**src/ffp_pkg.sv**
```systemverilog
// Constants for the flyback fault protection sequencer
package ffp_pkg;
  localparam int OVP_CYCLES      = 8;
  localparam int OTP_CYCLES      = 14;
  localparam int SDS_CYCLES      = 4;
  localparam int CLK_PERIOD_PS   = 4000;
  localparam int OSC_TIME_MS     = 10;
  localparam longint OSC_TIME_PS = longint'(OSC_TIME_MS) * 1000000000;
  localparam int OSC_CYCLES      = int'((OSC_TIME_PS + CLK_PERIOD_PS - 1) / CLK_PERIOD_PS);
  localparam int CNT_W           = 4;
  localparam int OSC_W           = 22;
  localparam int RECOVER_CYCLES  = 4;
  typedef enum logic [1:0] {
    FFP_RUN   = 2'b00,
    FFP_FAULT = 2'b01,
    FFP_WAIT  = 2'b11
  } ffp_state_t;
endpackage

```
**src/ffp_cycle_counter.sv**
```systemverilog
// Saturating per-event counter with terminal flag
module ffp_cycle_counter
  import ffp_pkg::*;
#(
  parameter int W      = 4,
  parameter int TARGET = 8
) (
  // Clock and reset
  input  wire logic         ref_clk,
  input  wire logic         rst_n,
  // Counting control
  input  wire logic         step,
  input  wire logic         clear,
  // Result
  output logic              reached
);
  logic [W-1:0] count;
  logic [W-1:0] next_count;
  logic         next_reached;

  // Elaboration check on the target
  if (TARGET < 1 || TARGET >= (1 << W)) begin : g_bad_target
    $error("ffp_cycle_counter: bad TARGET");
  end

  always_comb begin
    next_count   = count;
    next_reached = reached;
    if (clear) begin
      next_count   = '0;
      next_reached = 1'b0;
    end else if (step && !reached) begin
      next_count = count + W'(1);
      if (next_count == W'(TARGET)) begin
        next_reached = 1'b1;
      end
    end
  end

  always_ff @(posedge ref_clk) begin
    if (!rst_n) begin
      count   <= '0;
      reached <= 1'b0;
    end else begin
      count   <= next_count;
      reached <= next_reached;
    end
  end
endmodule // ffp_cycle_counter

```
**src/ffp_sequencer.sv**
```systemverilog
// Fault protection sequencer top
// Contract
// - Aux overvoltage for 8 switching cycles halts gate, enters auto recovery.
// - Current sense above 0.2V in gate-off for 14 cycles: over-temperature fault.
// - Count cycles with current sense above 1.6V; fourth count turns gate off.
// - Aux below 0.7V during gate-off skips the next single switching cycle.
// - Comp above 2.6V over 10 ms with low supply stops gate drive.
// - Auto recovery resumes switching by itself once fault is gone.
module ffp_sequencer
  import ffp_pkg::*;
#(
  parameter int OSC_COUNT = OSC_CYCLES
) (
  // Clock and lockout reset
  input  wire logic ref_clk,
  input  wire logic rst_n,
  // Switching cycle timing
  input  wire logic cycle_start,
  input  wire logic gate_off_sample,
  input  wire logic gate_on_request,
  // Comparator results
  input  wire logic aux_overvoltage_trip,
  input  wire logic cs_over_temp_cmp,
  input  wire logic diode_short_trip,
  input  wire logic aux_undervoltage_cmp,
  input  wire logic loop_comp_high,
  input  wire logic supply_low_cmp,
  // Gate control and status
  output logic      gate_enable,
  output logic      aux_undervoltage_skip,
  output logic      over_temp_fault,
  output logic      output_short_trip,
  output logic      fault_active
);
  ffp_state_t state;
  ffp_state_t next_state;
  logic [OSC_W-1:0] osc_count;
  logic [OSC_W-1:0] next_osc_count;
  logic       osc_hit;
  logic       next_osc_hit;
  logic       skip_pending;
  logic       next_skip_pending;
  logic       next_skip;
  logic       next_gate_enable;
  logic       next_otp;
  logic       next_fault_active;
  logic [2:0] rec_count;
  logic [2:0] next_rec_count;
  logic       ovp_done;
  logic       otp_done;
  logic       sds_done;
  logic       any_fault;
  logic       fault_cond;
  logic       ovp_step;
  logic       ovp_clear;
  logic       otp_step;
  logic       otp_clear;
  logic       sds_step;
  logic       sds_clear;

  // Elaboration checks on timer and counter sizes
  if (OSC_COUNT < 1 || OSC_COUNT >= (1 << OSC_W)) begin : g_bad_osc_count
    $error("ffp_sequencer: bad OSC_COUNT");
  end
  if (RECOVER_CYCLES < 1 || RECOVER_CYCLES > 8) begin : g_bad_recover
    $error("ffp_sequencer: bad RECOVER_CYCLES");
  end
  if (OVP_CYCLES >= (1 << CNT_W) || OTP_CYCLES >= (1 << CNT_W)
      || SDS_CYCLES >= (1 << CNT_W)) begin : g_bad_cnt_w
    $error("ffp_sequencer: CNT_W too small for the persistence targets");
  end

  // Qualified strobes of the persistence counters
  assign ovp_step  = cycle_start && aux_overvoltage_trip;
  assign ovp_clear = cycle_start && !aux_overvoltage_trip;
  assign otp_step  = gate_off_sample && cs_over_temp_cmp;
  assign otp_clear = gate_off_sample && !cs_over_temp_cmp;
  assign sds_step  = cycle_start && diode_short_trip;
  assign sds_clear = cycle_start && !diode_short_trip;

  // Aux overvoltage persistence counter
  ffp_cycle_counter #(.W(CNT_W), .TARGET(OVP_CYCLES)) u_ovp (
    .ref_clk (ref_clk),
    .rst_n   (rst_n),
    .step    (ovp_step),
    .clear   (ovp_clear),
    .reached (ovp_done)
  );

  // Thermistor over-temperature counter, sampled in gate-off
  ffp_cycle_counter #(.W(CNT_W), .TARGET(OTP_CYCLES)) u_otp (
    .ref_clk (ref_clk),
    .rst_n   (rst_n),
    .step    (otp_step),
    .clear   (otp_clear),
    .reached (otp_done)
  );

  // Diode short counter, counts regardless of on-time length
  ffp_cycle_counter #(.W(CNT_W), .TARGET(SDS_CYCLES)) u_sds (
    .ref_clk (ref_clk),
    .rst_n   (rst_n),
    .step    (sds_step),
    .clear   (sds_clear),
    .reached (sds_done)
  );

  // Output short timer
  always_comb begin
    next_osc_count = osc_count;
    next_osc_hit   = osc_hit;
    if (!loop_comp_high) begin
      next_osc_count = '0;
      next_osc_hit   = 1'b0;
    end else if (osc_count != OSC_W'(OSC_COUNT)) begin
      next_osc_count = osc_count + OSC_W'(1);
    end else if (supply_low_cmp) begin
      next_osc_hit = 1'b1;
    end
  end

  always_ff @(posedge ref_clk) begin
    if (!rst_n) begin
      osc_count <= '0;
      osc_hit   <= 1'b0;
    end else begin
      osc_count <= next_osc_count;
      osc_hit   <= next_osc_hit;
    end
  end

  assign any_fault  = ovp_done || otp_done || sds_done || osc_hit;
  assign fault_cond = aux_overvoltage_trip || cs_over_temp_cmp || diode_short_trip
                      || osc_hit;

  // Protection state machine
  always_comb begin
    next_state     = state;
    next_rec_count = rec_count;
    case (state)
      FFP_RUN: begin
        if (any_fault) begin
          next_state = FFP_FAULT;
        end
      end
      FFP_FAULT: begin
        next_rec_count = '0;
        if (!fault_cond) begin
          next_state = FFP_WAIT;
        end
      end
      FFP_WAIT: begin
        if (fault_cond) begin
          next_state = FFP_FAULT;
        end else if (rec_count != 3'(RECOVER_CYCLES - 1)) begin
          next_rec_count = rec_count + 3'd1;
        end else if (!any_fault) begin
          next_state = FFP_RUN;
        end
      end
      default: begin
        next_state = FFP_FAULT;
      end
    endcase
  end

  always_ff @(posedge ref_clk) begin
    if (!rst_n) begin
      state     <= FFP_RUN;
      rec_count <= '0;
    end else begin
      state     <= next_state;
      rec_count <= next_rec_count;
    end
  end

  // Skip-one-cycle bookkeeping
  always_comb begin
    next_skip_pending = skip_pending;
    next_skip         = aux_undervoltage_skip;
    if (gate_off_sample && aux_undervoltage_cmp) begin
      next_skip_pending = 1'b1;
    end
    if (cycle_start) begin
      next_skip         = skip_pending;
      next_skip_pending = gate_off_sample && aux_undervoltage_cmp;
    end
  end

  always_ff @(posedge ref_clk) begin
    if (!rst_n) begin
      skip_pending          <= 1'b0;
      aux_undervoltage_skip <= 1'b0;
    end else begin
      skip_pending          <= next_skip_pending;
      aux_undervoltage_skip <= next_skip;
    end
  end

  // Gate decision and status outputs
  always_comb begin
    next_fault_active = (next_state != FFP_RUN);
    next_otp          = otp_done;
    next_gate_enable  = gate_on_request && !next_fault_active && !any_fault
                        && !next_skip;
  end

  always_ff @(posedge ref_clk) begin
    if (!rst_n) begin
      gate_enable       <= 1'b0;
      over_temp_fault   <= 1'b0;
      output_short_trip <= 1'b0;
      fault_active      <= 1'b0;
    end else begin
      gate_enable       <= next_gate_enable;
      over_temp_fault   <= next_otp;
      output_short_trip <= next_osc_hit;
      fault_active      <= next_fault_active;
    end
  end
endmodule // ffp_sequencer

```
**config.mk**
```make
export PLATFORM = sky130hd
export DESIGN_NAME = ffp_sequencer
export DESIGN_NICKNAME = d
export VERILOG_FILES = /design/src/ffp_pkg.sv /design/src/ffp_cycle_counter.sv /design/src/ffp_sequencer.sv
export SDC_FILE = /design/constraint.sdc
export NUM_CORES = 1
export LEC_CHECK = 0
export BUFFER_PORTS_ARGS = -buffer_cell sky130_fd_sc_hd__buf_2
export CAP_MARGIN = 20
export CELL_PAD_IN_SITES_DETAIL_PLACEMENT = 2
export CELL_PAD_IN_SITES_GLOBAL_PLACEMENT = 2
export CORE_UTILIZATION = 37
export CTS_CLUSTER_SIZE = 10
export DETAILED_ROUTE_END_ITERATION = 7
export GPL_TIMING_DRIVEN = 1
export PLACE_DENSITY_LB_ADDON = 0.1
export SYNTH_ARGS = -nofsm -noshare
export SYNTH_HDL_FRONTEND = slang
export SYNTH_SLANG_ARGS = --single-unit
```
**constraint.sdc**
```tcl
create_clock -name ref_clk -period 2.5 [get_ports ref_clk]
set_input_delay 0.25 -clock ref_clk [delete_from_list [all_inputs] [get_ports ref_clk]]
set_output_delay 0.25 -clock ref_clk [all_outputs]
set_load 0.005 [all_outputs]
```
==> metrics.md, run 1 <==
| Metric | Value |
|---|---|
| Antenna-violating nets left | 0 |
| Worst path arrival time | 2.19 ns |
| Setup crit end | osc_count[18]$_SDFFE_PN0P_ |
| Final wirelength | 5727 µm |
| Max incr delay on CP | roughly 0.51 ns |
| Multi-input logic area | between 0.001 and 0.0015 mm² |
| R2R depth | 4 |
| Yosys synthesis warning count | 0 |
| Core area | roughly 0.006 mm² |
| Top-Level Pins | 16 |
| Post-route setup slack | 0.5546 ns |
| WL/cell | 15.86 µm |
| Total Power | 0.001332 W |
| Global-route wire length before repair | between 9000 and 10000 µm |
| Layout cell share with drive strength beyond 1 | 12.59% |
| Die Height | 82.05 µm |
| Final Hold Vio Count | 0 |
| Initial core utilization | 39.12% |
| Crit path cell chain | nand4_2 > or3_1 > or4_1 > a21oi_1 |
| Slew Limit Fails | 0 |
| Tmin final | 1.945 ns |
| Rel. slew slack | 59.86% |
| Number of library cell types mapped by synthesis | 44 |
| DRC | 0 |
| PostCTS Resize Cnt | 0 |
| Worst reg-to-reg setup slack | 0.55 ns |
| Total CTS buffers | 5 |
| Synth Cell Area | approximately 0.0024 mm² |
| H-tree depth | 2 |
| Commonest cells after routing, fill and taps aside | dfxtp_1 (48), nand2_1 (21), nor2_1 (17) |
| Clk_skew | 0.007115 ns |
| CP required | 2.74 ns |
| CTS sink count | 48 |
| Area of the die | just under 0.007 mm² |
| Setup Viol. Count Final | 0 |
| Worst Setup SP | osc_count[4]$_SDFFE_PN0P_ |
| Area delta synth->final | 10.08% |
| CP Max Fanout | 12 |
| Worst-Margin Slew | 0.5966 ns |
| Commonest non-fill, non-tap cell in the layout | dfxtp_1 |
| Final period util | 77.82% |
| CTS tree | yes |
| Vias | 1956 |
| Startpoint types | register |
| Reg area | ~960 µm² |
| Root Driver | clkbuf_8 |
| Die width | 82.05 µm |
| Slowest cell on crit path | or4_1 |
| Worst hold path class | primary input to register |
| CTS hold repair buffers | 0 |
| Drt pass-1 iters | 4 |
| Setup Buffers After CTS | 0 |
| Reg-to-Reg End | osc_count[18]$_SDFFE_PN0P_ |
| CP Capture Type | register |
| Outcome | finished, final reports clean |
| Worst IR Drop VDD | around 0.29 mV |
| Fin util | 43.06% |
| Synth Register Bits | 48 |
| Worst R2R Start | osc_count[4]$_SDFFE_PN0P_ |
| Vias in the first global route | 1982 |
| Row count | 28 |
| Maximum number of pins on one net before global-route repair | 27 |
| # diodes | 0 |
| Number of buffers inserted by port buffering | 15 |
| Worst skew pair latency | 0.31 ns |
| Clock slew at reported path FFs | 0.09 ns |
| Seq/Total Area, Yosys | 40.53% |
| Hold_ws | 0.1746 ns |
| RSZ-0062 raised after global routing | no |
| Pwr/cell area | between 500 and 600 mW/mm² |
| Iter 0 DRT Violations | 58 |
| Post-Synthesis Cells | 269 |
| Total gr overflow | 0 |
| Antenna violations before repair | 0 |
| Post-Route Setup TNS | 0 ns |
| Nets@finish | 306 |
| GPL Wtd Cong | 0.7143 |
| Post-synthesis net count | 290 |
| Filler cells | 706 |
| Maximum clock rate | 514.0 MHz |
| GR Util All Layers | 19.08% |
| DPL Wire Length | 4226 µm |
| Clock Tree Buf Depth | 2 |
| Max-cap violations | 0 |
| Synthesized area per cell | 8.814 µm² |
| Pre-CTS setup slack | 0.5582 ns |
| Critical path class | register to register |
| Leakage power | 0.9092 nW |
| Vias per inst | approximately 5.4 |
==> report_power, final <==
group | internal (W) | leakage [nW] | switching (W)
Combinational | 0.0000246 | 0.470 | 0.0000390
Clock | 0.000221 | 0.0510 | 0.000267
Sequential | 0.000772 | 0.388 | 0.00000787
==> registers in the layout, indices dropped and copies added (netlist names) <==
name,cells
u_otp.count,4
u_ovp.count,4
u_ovp.reached,1
aux_undervoltage_skip,1
u_otp.reached,1
skip_pending,1
fault_active,1
rec_count,3
osc_count,22
u_sds.count,4
output_short_trip,1
gate_enable,1
over_temp_fault,1
u_sds.reached,1
state,2
==> cell usage after synthesis <==
cell        n  share of area, %
a31oi_1     1              0.26
nand2b_1    2              0.53
xor2_1      6               2.2
a21oi_1     8               1.7
o2111ai_1   1              0.37
or2_2       1              0.26
nor4_1     10               2.6
nand4_1     6               1.6
nand4_2     1              0.53
o31ai_1     3              0.95
or3_2       1              0.32
xnor2_1    12               4.4
nand3b_1    7               2.2
nor4b_1     1              0.37
nand3_1    11               2.3
and4_1      2              0.74
or3_4       1              0.47
o32ai_1     1              0.37
nand2_1    21               3.3
clkbuf_1    6              0.95
nand3_2     1              0.42
ha_1       10               5.3
or4_4       1              0.47
a21bo_2     2              0.84
nor3_1     11               2.3
or3_1       2              0.53
and2_1      7               1.8
a22oi_1     3              0.95
buf_6       1              0.47
and3b_1     1              0.37
or4b_2      1              0.42
dfxtp_1    48                41
or4_1       5               1.6
a41oi_1     1              0.37
nor2_1     17               2.7
mux2i_1     3               1.3
a21boi_0    9               2.8
buf_1       1              0.16
o221a_2     2              0.95
inv_1      13               2.1
nor4bb_1    1              0.42
nor2b_1     6               1.6
o21a_1      6               1.9
o21ai_0    15               3.2
==> critical path: cells and delay by family, from the launching register on <==
family / cells / cell delay [ns]
AOI/OAI and AO/OA: 1 / 0.14
and+or+nand+nor: 3 / 1.30
DFF: 1 / 0.43
==> area by class of cell <==
| type | count | share of cell area, % |
|---|---|---|
| clock inverters | 2 | 0.3835 |
| multi-input cells | 200 | 50.72 |
| repair buffers | 17 | 3.452 |
| well taps | 75 | 3.595 |
| clock buffers | 6 | 3.164 |
| inverters | 13 | 1.870 |
| flip-flops and latches | 48 | 36.82 |
==> metrics by stage <==
stage          std cells  area [µm²]
6_report             361        2610
5_1_grt              361        2610
4_1_cts              361        2610
3_5_place_dp         353        2517
3_3_place_gp         353        2517
2_1_floorplan        269        2371
==> worst min-delay path by stage <==
stage	from	to	cells after the start
2_1_floorplan	gate_on_request	gate_enable$_SDFF_PN0_	2
3_3_place_gp	rec_count[2]$_SDFFE_PN0P_	rec_count[2]$_SDFFE_PN0P_	2
3_5_place_dp	gate_on_request	gate_enable$_SDFF_PN0_	3
4_1_cts	gate_on_request	gate_enable$_SDFF_PN0_	3
5_1_grt	gate_on_request	gate_enable$_SDFF_PN0_	3
6_report	gate_on_request	gate_enable$_SDFF_PN0_	3
==> logic make-up (layout without fill, tap and decap cells) <==
kind of cell	Yosys count	count (layout)	synth area share (%)
buffers and inverters	21	38	3.641
AOI/OAI and AO/OA	52	52	14.67
DFF	48	48	40.53
muxes	3	3	1.267
adders and majority gates	10	10	5.277
xor gates and xnor gates	18	18	6.649
and+or+nand+nor	117	117	27.97
==> metal layers <==
layer / share of wire [%] / track usage, % / up-vias
li1: - / - / 993
met1: 47 / 21.92 / 939
met2: 49 / 34.46 / 17
met3: 2.2 / 4.000 / 7
met4: 1.6 / 6.842 / 0
met5: 0 / 0 / -
Note: power is estimated with default switching activity, not from simulation.
==> run 2: changes to the inputs <==
- ABC_AREA: unset -> 1
- CORE_UTILIZATION: 37 -> 34
- clock period: 2.5 -> 1.8 ns (I/O delays scaled with it)
==> run 2 against run 1 <==
Sequential power is 40% higher. Sequential share of layout area is 2.2 points lower. Cell count is 31% higher. Synthesized area is 3.0% higher. Via count is 18% higher. Critical path depth is 4 higher. First-iteration DRC count is 31% lower. Worst setup slack worse by 0.24 ns. Worst hold slack worse by 0.021 ns. Synthesized cell count is 30% higher. Core utilization is 2.7 points lower. Largest power group unchanged. Highest routed layer unchanged.
==> metrics.md, run 2 <==
| Metric | Value |
|---|---|
| Post-Synthesis Cells | 351 (was 269) |
| Total gr overflow | 0 (unchanged) |
| Top cell type's share of synthesized area | 39.36% (was 40.53%) |
| CTS hold repair buffers | 0 (unchanged) |
| Worst skew pair latency | 0.31 ns (about the same) |
| CP required | 2.05 ns (was 2.74 ns) |
| Yosys synthesis warning count | 0 (unchanged) |
| Worst IR Drop VDD | 0.3659 mV (was 0.2878 mV) |
| # diodes | 0 (unchanged) |
| DRC | 0 (unchanged) |
| Final period util | 82.36% (was 77.82%) |
| Post-synthesis net count | 372 (was 290) |
| Maximum clock rate | 674.6 MHz (was 514.0 MHz) |
| Initial core utilization | 35.54% (was 39.12%) |
| Leakage power | 1.073 nW (was 0.9092 nW) |
| Top-Level Pins | 16 (unchanged) |
| Antenna violations before repair | 0 (unchanged) |
| Area of the die | 0.007522 mm² (was 0.006732 mm²) |
| Clk_skew | 0.008256 ns (was 0.007115 ns) |
| Worst R2R Start | osc_count[0]$_SDFFE_PN0P_ (was osc_count[4]$_SDFFE_PN0P_) |
| Critical path class | register to register (unchanged) |
| Final wirelength | 6918 µm (was 5727 µm) |
| Crit path cell chain | inv_1 > ha_1 > nand3_1 > nor2_1 > nand3_1 > nand2_1 > nand2_1 > nor2_1 (was nand4_2 > or3_1 > or4_1 > a21oi_1) |
| H-tree depth | 2 (unchanged) |
| Post-route setup slack | 0.3175 ns (was 0.5546 ns) |
| Root Driver | clkbuf_8 (unchanged) |
| CP top delay family | simple AND/OR/NAND/NOR gates (unchanged) |
| Pre-CTS setup slack | 0.3443 ns (was 0.5582 ns) |
| GPL Wtd Cong | 0.7410 (was 0.7143) |
| Outcome | finished, final reports clean (unchanged) |
| Nets@finish | 397 (was 306) |
| Area delta synth->final | 13.63% (was 10.08%) |
| Row count | 30 (was 28) |
| Count leader, synth | nand2_1 (was dfxtp_1) |
| CP Capture Type | register (unchanged) |
| Worst hold path class | primary input to register (unchanged) |
| Seq/Total Area, Yosys | 39.36% (was 40.53%) |
| CTS sink count | 48 (unchanged) |
| Max-cap violations | 0 (unchanged) |
| Synth area leaders | dfxtp_1 (39%), nand2_1 (10%), nor2_1 (8.8%), inv_1 (7.7%), a21oi_1 (7.0%) (was dfxtp_1 (41%), ha_1 (5.3%), xnor2_1 (4.4%), nand2_1 (3.3%), o21ai_0 (3.2%)) |
| Buf/Inv on CP | 1 (was 0) |
| Vias per inst | 4.888 (was 5.418) |
| Clock Tree Buf Depth | 2 (unchanged) |
| Vias | 2312 (was 1956) |
| Filler cells | 830 (was 706) |
| Reg area | 960.9 µm² (unchanged) |
| Largest area contributor in the netlist | dfxtp_1 (unchanged) |
| Number of library cell types mapped by synthesis | 26 (was 44) |
| Antenna-violating nets left | 0 (unchanged) |
| WL/cell | 14.63 µm (was 15.86 µm) |
| Commonest non-fill, non-tap cell in the layout | nand2_1 (was dfxtp_1) |
| Synth Register Bits | 48 (unchanged) |
| Die width | 86.73 µm (was 82.05 µm) |
| Top FF cell, synth | dfxtp_1 (unchanged) |
| Stages on worst setup path | 8 (was 4) |
| Max incr delay on CP | 0.34 ns (was 0.51 ns) |
| DPL Wire Length | 5487 µm (was 4226 µm) |
| EDFF count, synth | 0 (unchanged) |
| Iter 0 DRT Violations | 40 (was 58) |
| R2R depth | 8 (was 4) |
| Total CTS buffers | 5 (unchanged) |
| Clock slew at reported path FFs | 0.10 ns (was 0.09 ns) |
| Core area | 0.006869 mm² (was 0.006061 mm²) |
| Fraction of registers with async set/reset | 0% (unchanged) |
| Worst path arrival time | 1.73 ns (was 2.19 ns) |
| Setup crit end | osc_count[1]$_SDFFE_PN0P_ (was osc_count[18]$_SDFFE_PN0P_) |
| Synthesized area per cell | 6.955 µm² (was 8.814 µm²) |
| Drt pass-1 iters | 4 (unchanged) |
| Commonest cells after routing, fill and taps aside | nand2_1 (66), nor2_1 (57), inv_1 (50) (was dfxtp_1 (48), nand2_1 (21), nor2_1 (17)) |
| Reg with most FFs | osc_count (unchanged) |
| Number of flip-flops in the largest register | 22 (unchanged) |
| Hold path depth | 3 (unchanged) |
| Final Hold Vio Count | 0 (unchanged) |
| Hold_ws | 0.1535 ns (was 0.1746 ns) |
| Slowest cell on crit path | dfxtp_1 (was or4_1) |
| GR Util All Layers | 20.42% (was 19.08%) |
| Number of buffers inserted by port buffering | 15 (unchanged) |
| Setup Buffers After CTS | 0 (unchanged) |
| Pwr/cell area | 732.2 mW/mm² (was 510.3 mW/mm²) |
| Layout cell share with drive strength beyond 1 | 11.14% (was 12.59%) |
| Maximum number of pins on one net before global-route repair | 17 (was 27) |
| Reg-to-Reg End | osc_count[1]$_SDFFE_PN0P_ (was osc_count[18]$_SDFFE_PN0P_) |
| Synth Cell Area | 0.002441 mm² (was 0.002371 mm²) |
| Post-Route Setup TNS | 0 ns (unchanged) |
| CP Max Fanout | 4 (was 12) |
| Die Height | 86.73 µm (was 82.05 µm) |
| Tmin final | 1.482 ns (was 1.945 ns) |
| Startpoint types | register (unchanged) |
| Worst reg-to-reg setup slack | 0.32 ns (was 0.55 ns) |
| Setup Viol. Count Final | 0 (unchanged) |
| RSZ-0062 raised after global routing | no (unchanged) |
| Global-route wire length before repair | 11640 µm (was 9549 µm) |
| Worst Setup SP | osc_count[0]$_SDFFE_PN0P_ (was osc_count[4]$_SDFFE_PN0P_) |
| Worst-Margin Slew | 0.3412 ns (was 0.5966 ns) |
| Rel. slew slack | 77.25% (was 59.86%) |
| Top cells by count, synth | nand2_1 (66), nor2_1 (57), inv_1 (50), dfxtp_1 (48), a21oi_1 (34) (was dfxtp_1 (48), nand2_1 (21), nor2_1 (17), o21ai_0 (15), inv_1 (13)) |
| Slew Limit Fails | 0 (unchanged) |
| CTS tree | yes (unchanged) |
| PostCTS Resize Cnt | 0 (unchanged) |
| Vias in the first global route | 2463 (was 1982) |
| Multi-input logic area | 0.001277 mm² (was 0.001324 mm²) |
-- run 2: cell types whose count changed in the layout (fill, tap and decap cells not counted), moves of 10 or more --
cell | before | now
nor3_1 | 11 | 1
nor2_1 | 17 | 57
inv_1 | 13 | 50
nand3_1 | 11 | 28
nand2_1 | 21 | 66
a21oi_1 | 8 | 34
-- run 2: final cells by class --
type,count,area share [%]
Sequential cell,48,34.64
Inverter,52,7.037
Multi-Input combinational cell,250,46.05
Clock inverter,3,1.669
Timing Repair Buffer,19,3.789
Tap cell,96,4.330
Clock buffer,5,2.481
-- run 2: cell families (layout without fill, tap and decap cells) --
| kind of cell | count (synthesis) | count (layout) | share of synthesized area [%] |
|---|---|---|---|
| mux | 1 | 1 | 0.4101 |
| flops | 48 | 48 | 39.36 |
| xor+xnor | 8 | 8 | 2.870 |
| buf+inv | 53 | 79 | 8.303 |
| simple gates | 178 | 178 | 32.85 |
| compound gates | 53 | 53 | 11.07 |
| fa+ha+maj | 10 | 10 | 5.126 |
-- run 2: per-layer routing --
metal | part of all wire (%) | up-vias | global-route usage, % | wire [µm]
met2 | 47 | 17 | 34.34 | 3256
met5 | 0 | - | 0 | 0
met3 | 2.2 | 4 | 3.714 | 154
met4 | 1.0 | 0 | 7.121 | 69
li1 | - | 1172 | - | -
met1 | 50 | 1119 | 26.23 | 3437
-- run 2: worst min-delay path by stage --
stage                                           from                          to  slack, ns
after global routing            aux_undervoltage_cmp   skip_pending$_SDFFE_PN0P_       0.14
after floorplan                                rst_n  over_temp_fault$_SDFF_PN0_       0.28
after CTS                       aux_undervoltage_cmp   skip_pending$_SDFFE_PN0P_       0.14
after detailed placement  u_otp.reached$_SDFFE_PP0P_  over_temp_fault$_SDFF_PN0_       0.44
final                           aux_undervoltage_cmp   skip_pending$_SDFFE_PN0P_       0.15
after global placement    u_otp.reached$_SDFFE_PP0P_  over_temp_fault$_SDFF_PN0_       0.43
-- run 2: power by group --
part           switching [W]  internal [W]  leakage [nW]
Clock               0.000406      0.000419        0.0548
Combinational      0.0000754     0.0000422         0.630
Sequential         0.0000123       0.00108         0.388
-- run 2: per-stage QoR --
stage | total power, W | cells | util (%) | area [µm²]
floorplan | 0.001177 | 351 | - | 2441
global placement | 0.001225 | 465 | 38.71 | 2659
detailed placement | 0.001232 | 465 | 38.71 | 2659
CTS | 0.002068 | 473 | 40.38 | 2774
global route | 0.002119 | 473 | 40.38 | 2774
finish | 0.002031 | 473 | 40.38 | 2774
-- run 2: worst register-to-register path: stages, from the launching register on --
cell and delay, ns:
dfxtp_1 0.34, inv_1 0.14, ha_1 0.20, nand3_1 0.09, nor2_1 0.21, nand3_1 0.18
nand2_1 0.11, nand2_1 0.05, nor2_1 0.09
==> run 3: changes to the inputs <==
- ABC_AREA: 1 -> 0
- CORE_UTILIZATION: 34 -> 37
- clock period: 1.8 -> 1.5 ns (I/O delays scaled with it)
==> run 3 against run 2 <==
The flow now finishes with violations (negative setup slack). Core utilization increased by 12 points. Combinational power increased by 8%. Worst setup slack worse by 0.55 ns. Wire length rose by 24%. Power rose by 11%. Sequential power increased by 18%. Critical path depth decreased by 4. Global-route usage is 4.0 points higher. Clock skew down 0.00057 ns. Worst hold slack lost 0.071 ns. Sequential share of layout area fell by 3.6 points. Clock power increased by 1%. Highest routed layer unchanged.
==> metrics.md, run 3 (synthesis gave the netlist of run 1 again) <==
| Metric | Value |
|---|---|
| Final wirelength | 8596 µm (was 6918 µm) |
| Clock Tree Buf Depth | 2 (unchanged) |
| GR Util All Layers | 24.45% (was 20.42%) |
| Outcome | finished, violations left (was finished, final reports clean) |
| Die Height | 82.05 µm (was 86.73 µm) |
| Vias per inst | 5.720 (was 4.888) |
| Post-route setup slack | -0.2279 ns (was 0.3175 ns) |
| Rel. slew slack | 70.15% (was 77.25%) |
| Iter 0 DRT Violations | 66 (was 40) |
| Top-Level Pins | 16 (unchanged) |
| DPL Wire Length | 5010 µm (was 5487 µm) |
| Slowest cell on crit path | or4_4 (was dfxtp_1) |
| Post-Route Setup TNS | -1.436 ns (was 0 ns) |
| CTS tree | yes (unchanged) |
| Fin util | 52.85% (was 40.38%) |
| Global-route wire length before repair | 12050 µm (was 11640 µm) |
| Total gr overflow | 0 (unchanged) |
| Drt pass-1 iters | 4 (unchanged) |
| Worst hold path class | primary input to register (unchanged) |
| Core area | 0.006061 mm² (was 0.006869 mm²) |
| Maximum number of pins on one net before global-route repair | 27 (was 17) |
| Hold_ws | 0.08217 ns (was 0.1535 ns) |
| Crit path cell chain | nand4_4 > or3_4 > or4_4 > a21oi_2 (was inv_1 > ha_1 > nand3_1 > nor2_1 > nand3_1 > nand2_1 > nand2_1 > nor2_1) |
| Die width | 82.05 µm (was 86.73 µm) |
| Startpoint types | register (unchanged) |
| Commonest cells after routing, fill and taps aside | buf_4 (41), dfxtp_1 (32), nand2_1 (20) (was nand2_1 (66), nor2_1 (57), inv_1 (50)) |
| Leakage power | 1.174 nW (was 1.073 nW) |
| Number of flip-flops in the largest register | 22 (unchanged) |
| Max incr delay on CP | 0.51 ns (was 0.34 ns) |
| Setup Viol. Count Final | 13 (was 0) |
| Failing checks | negative setup slack |
| Commonest non-fill, non-tap cell in the layout | buf_4 (was nand2_1) |
| CTS hold repair buffers | 0 (unchanged) |
| Tmin final | 1.728 ns (was 1.482 ns) |
| Nets@finish | 348 (was 397) |
| CP required | 1.74 ns (was 2.05 ns) |
| Worst path arrival time | 1.97 ns (was 1.73 ns) |
| Worst skew pair latency | 0.31 ns (about the same) |
| Filler cells | 629 (was 830) |
| Initial core utilization | 39.12% (was 35.54%) |
| Vias | 2305 (was 2312) |
| CP Capture Type | register (unchanged) |
| H-tree depth | 2 (unchanged) |
| Clk_skew | 0.007688 ns (was 0.008256 ns) |
| Final period util | 115.2% (was 82.36%) |
| Slew Limit Fails | 0 (unchanged) |
| WL/cell | 21.33 µm (was 14.63 µm) |
| Number of buffers inserted by port buffering | 15 (unchanged) |
| Root Driver | clkbuf_8 (unchanged) |
| CP Max Fanout | 6 (was 4) |
| RSZ-0062 raised after global routing | yes (was no) |
| Maximum clock rate | 578.7 MHz (was 674.6 MHz) |
| GPL Wtd Cong | 0.7521 (was 0.7410) |
| Row count | 28 (was 30) |
| Layout cell share with drive strength beyond 1 | 37.20% (was 11.14%) |
| Antenna violations before repair | 0 (unchanged) |
| Reg area | 993.5 µm² (was 960.9 µm²) |
| Finished Cell Area | 0.003203 mm² (was 0.002774 mm²) |
| Area post-placement | 0.002856 mm² (was 0.002659 mm²) |
| Antenna-violating nets left | 0 (unchanged) |
| Max-cap violations | 0 (unchanged) |
| CTS sink count | 48 (unchanged) |
| # diodes | 0 (unchanged) |
| Worst IR Drop VDD | 0.3731 mV (was 0.3659 mV) |
| Area of the die | 0.006732 mm² (was 0.007522 mm²) |
| Multi-input logic area | 0.001560 mm² (was 0.001277 mm²) |
| Worst-Margin Slew | 0.4437 ns (was 0.3412 ns) |
| Reg with most FFs | osc_count (unchanged) |
| Vias in the first global route | 2435 (was 2463) |
| DRC | 0 (unchanged) |
| Clock slew at reported path FFs | 0.09 ns (was 0.10 ns) |
| Final Hold Vio Count | 0 (unchanged) |
| Critical path class | register to register (unchanged) |
| Pre-CTS setup slack | -0.1396 ns (was 0.3443 ns) |
| Pwr/cell area | 704.7 mW/mm² (was 732.2 mW/mm²) |
| Area delta synth->final | 35.09% (was 13.63%) |
| Total CTS buffers | 5 (unchanged) |
-- run 3: cell types whose count changed in the layout (fill, tap and decap cells not counted), sizes merged, moves of 18 or more --
cell	delta
nand3	-18
inv	-39
buf	+40
a21oi	-26
nand2	-49
nor2	-47
-- run 3: critical path, delay by kind of cell, from the launching register on --
kind               cells  cell delay, ns
DFF                    1            0.36
and+or+nand+nor        3            1.13
AOI/OAI and AO/OA      1            0.16
-- run 3: per-stage QoR --
stage          power, W  instances
2_1_floorplan  0.001384        269
3_3_place_gp   0.001435        386
3_5_place_dp   0.001442        386
4_1_cts        0.002265        400
5_1_grt        0.002334        403
6_report       0.002257        403
-- run 3: worst paths after layout --
check	from	endpoint	slack, ns	depth (start not counted)
worst min register to register	rec_count[1]$_SDFFE_PN0P_	rec_count[1]$_SDFFE_PN0P_	0.51	2
worst max-delay path	osc_count[3]$_SDFFE_PN0P_	osc_count[17]$_SDFFE_PN0P_	-0.23	4
worst max register to register	osc_count[3]$_SDFFE_PN0P_	osc_count[17]$_SDFFE_PN0P_	-0.23	4
worst min-delay path	gate_on_request	gate_enable$_SDFF_PN0_	0.08	3
-- run 3: report_power, final --
| group | internal, W | switching (W) | total, W |
|---|---|---|---|
| Sequential | 0.00128 | 0.0000152 | 0.00129 |
| Combinational | 0.0000522 | 0.0000752 | 0.000127 |
| Clock | 0.000378 | 0.000458 | 0.000836 |
-- run 3: what timing repair did --
action	in CTS	in global routing
gates resized for setup	21	24
setup buffers	6	3
endpoints found under the hold margin	0	0
setup endpoints to repair	14	18
pin swaps	13	21
-- run 3: cell type report --
| class | instances | share of cell area, % |
|---|---|---|
| multi-input combinational | 200 | 48.71 |
| sequential | 48 | 31.02 |
| timing repair buffer | 59 | 13.01 |
| tap | 75 | 2.930 |
| clock buffer | 8 | 2.813 |
| inverter | 13 | 1.523 |
-- run 3: metal layers --
layer | share of wire (%) | track usage [%] | wire [µm]
met3 | 2.4 | 4.667 | 205
met2 | 54 | 47.02 | 4677
met4 | 4.2 | 11.58 | 364
met1 | 39 | 24.97 | 3349
met5 | 0 | 0 | 0
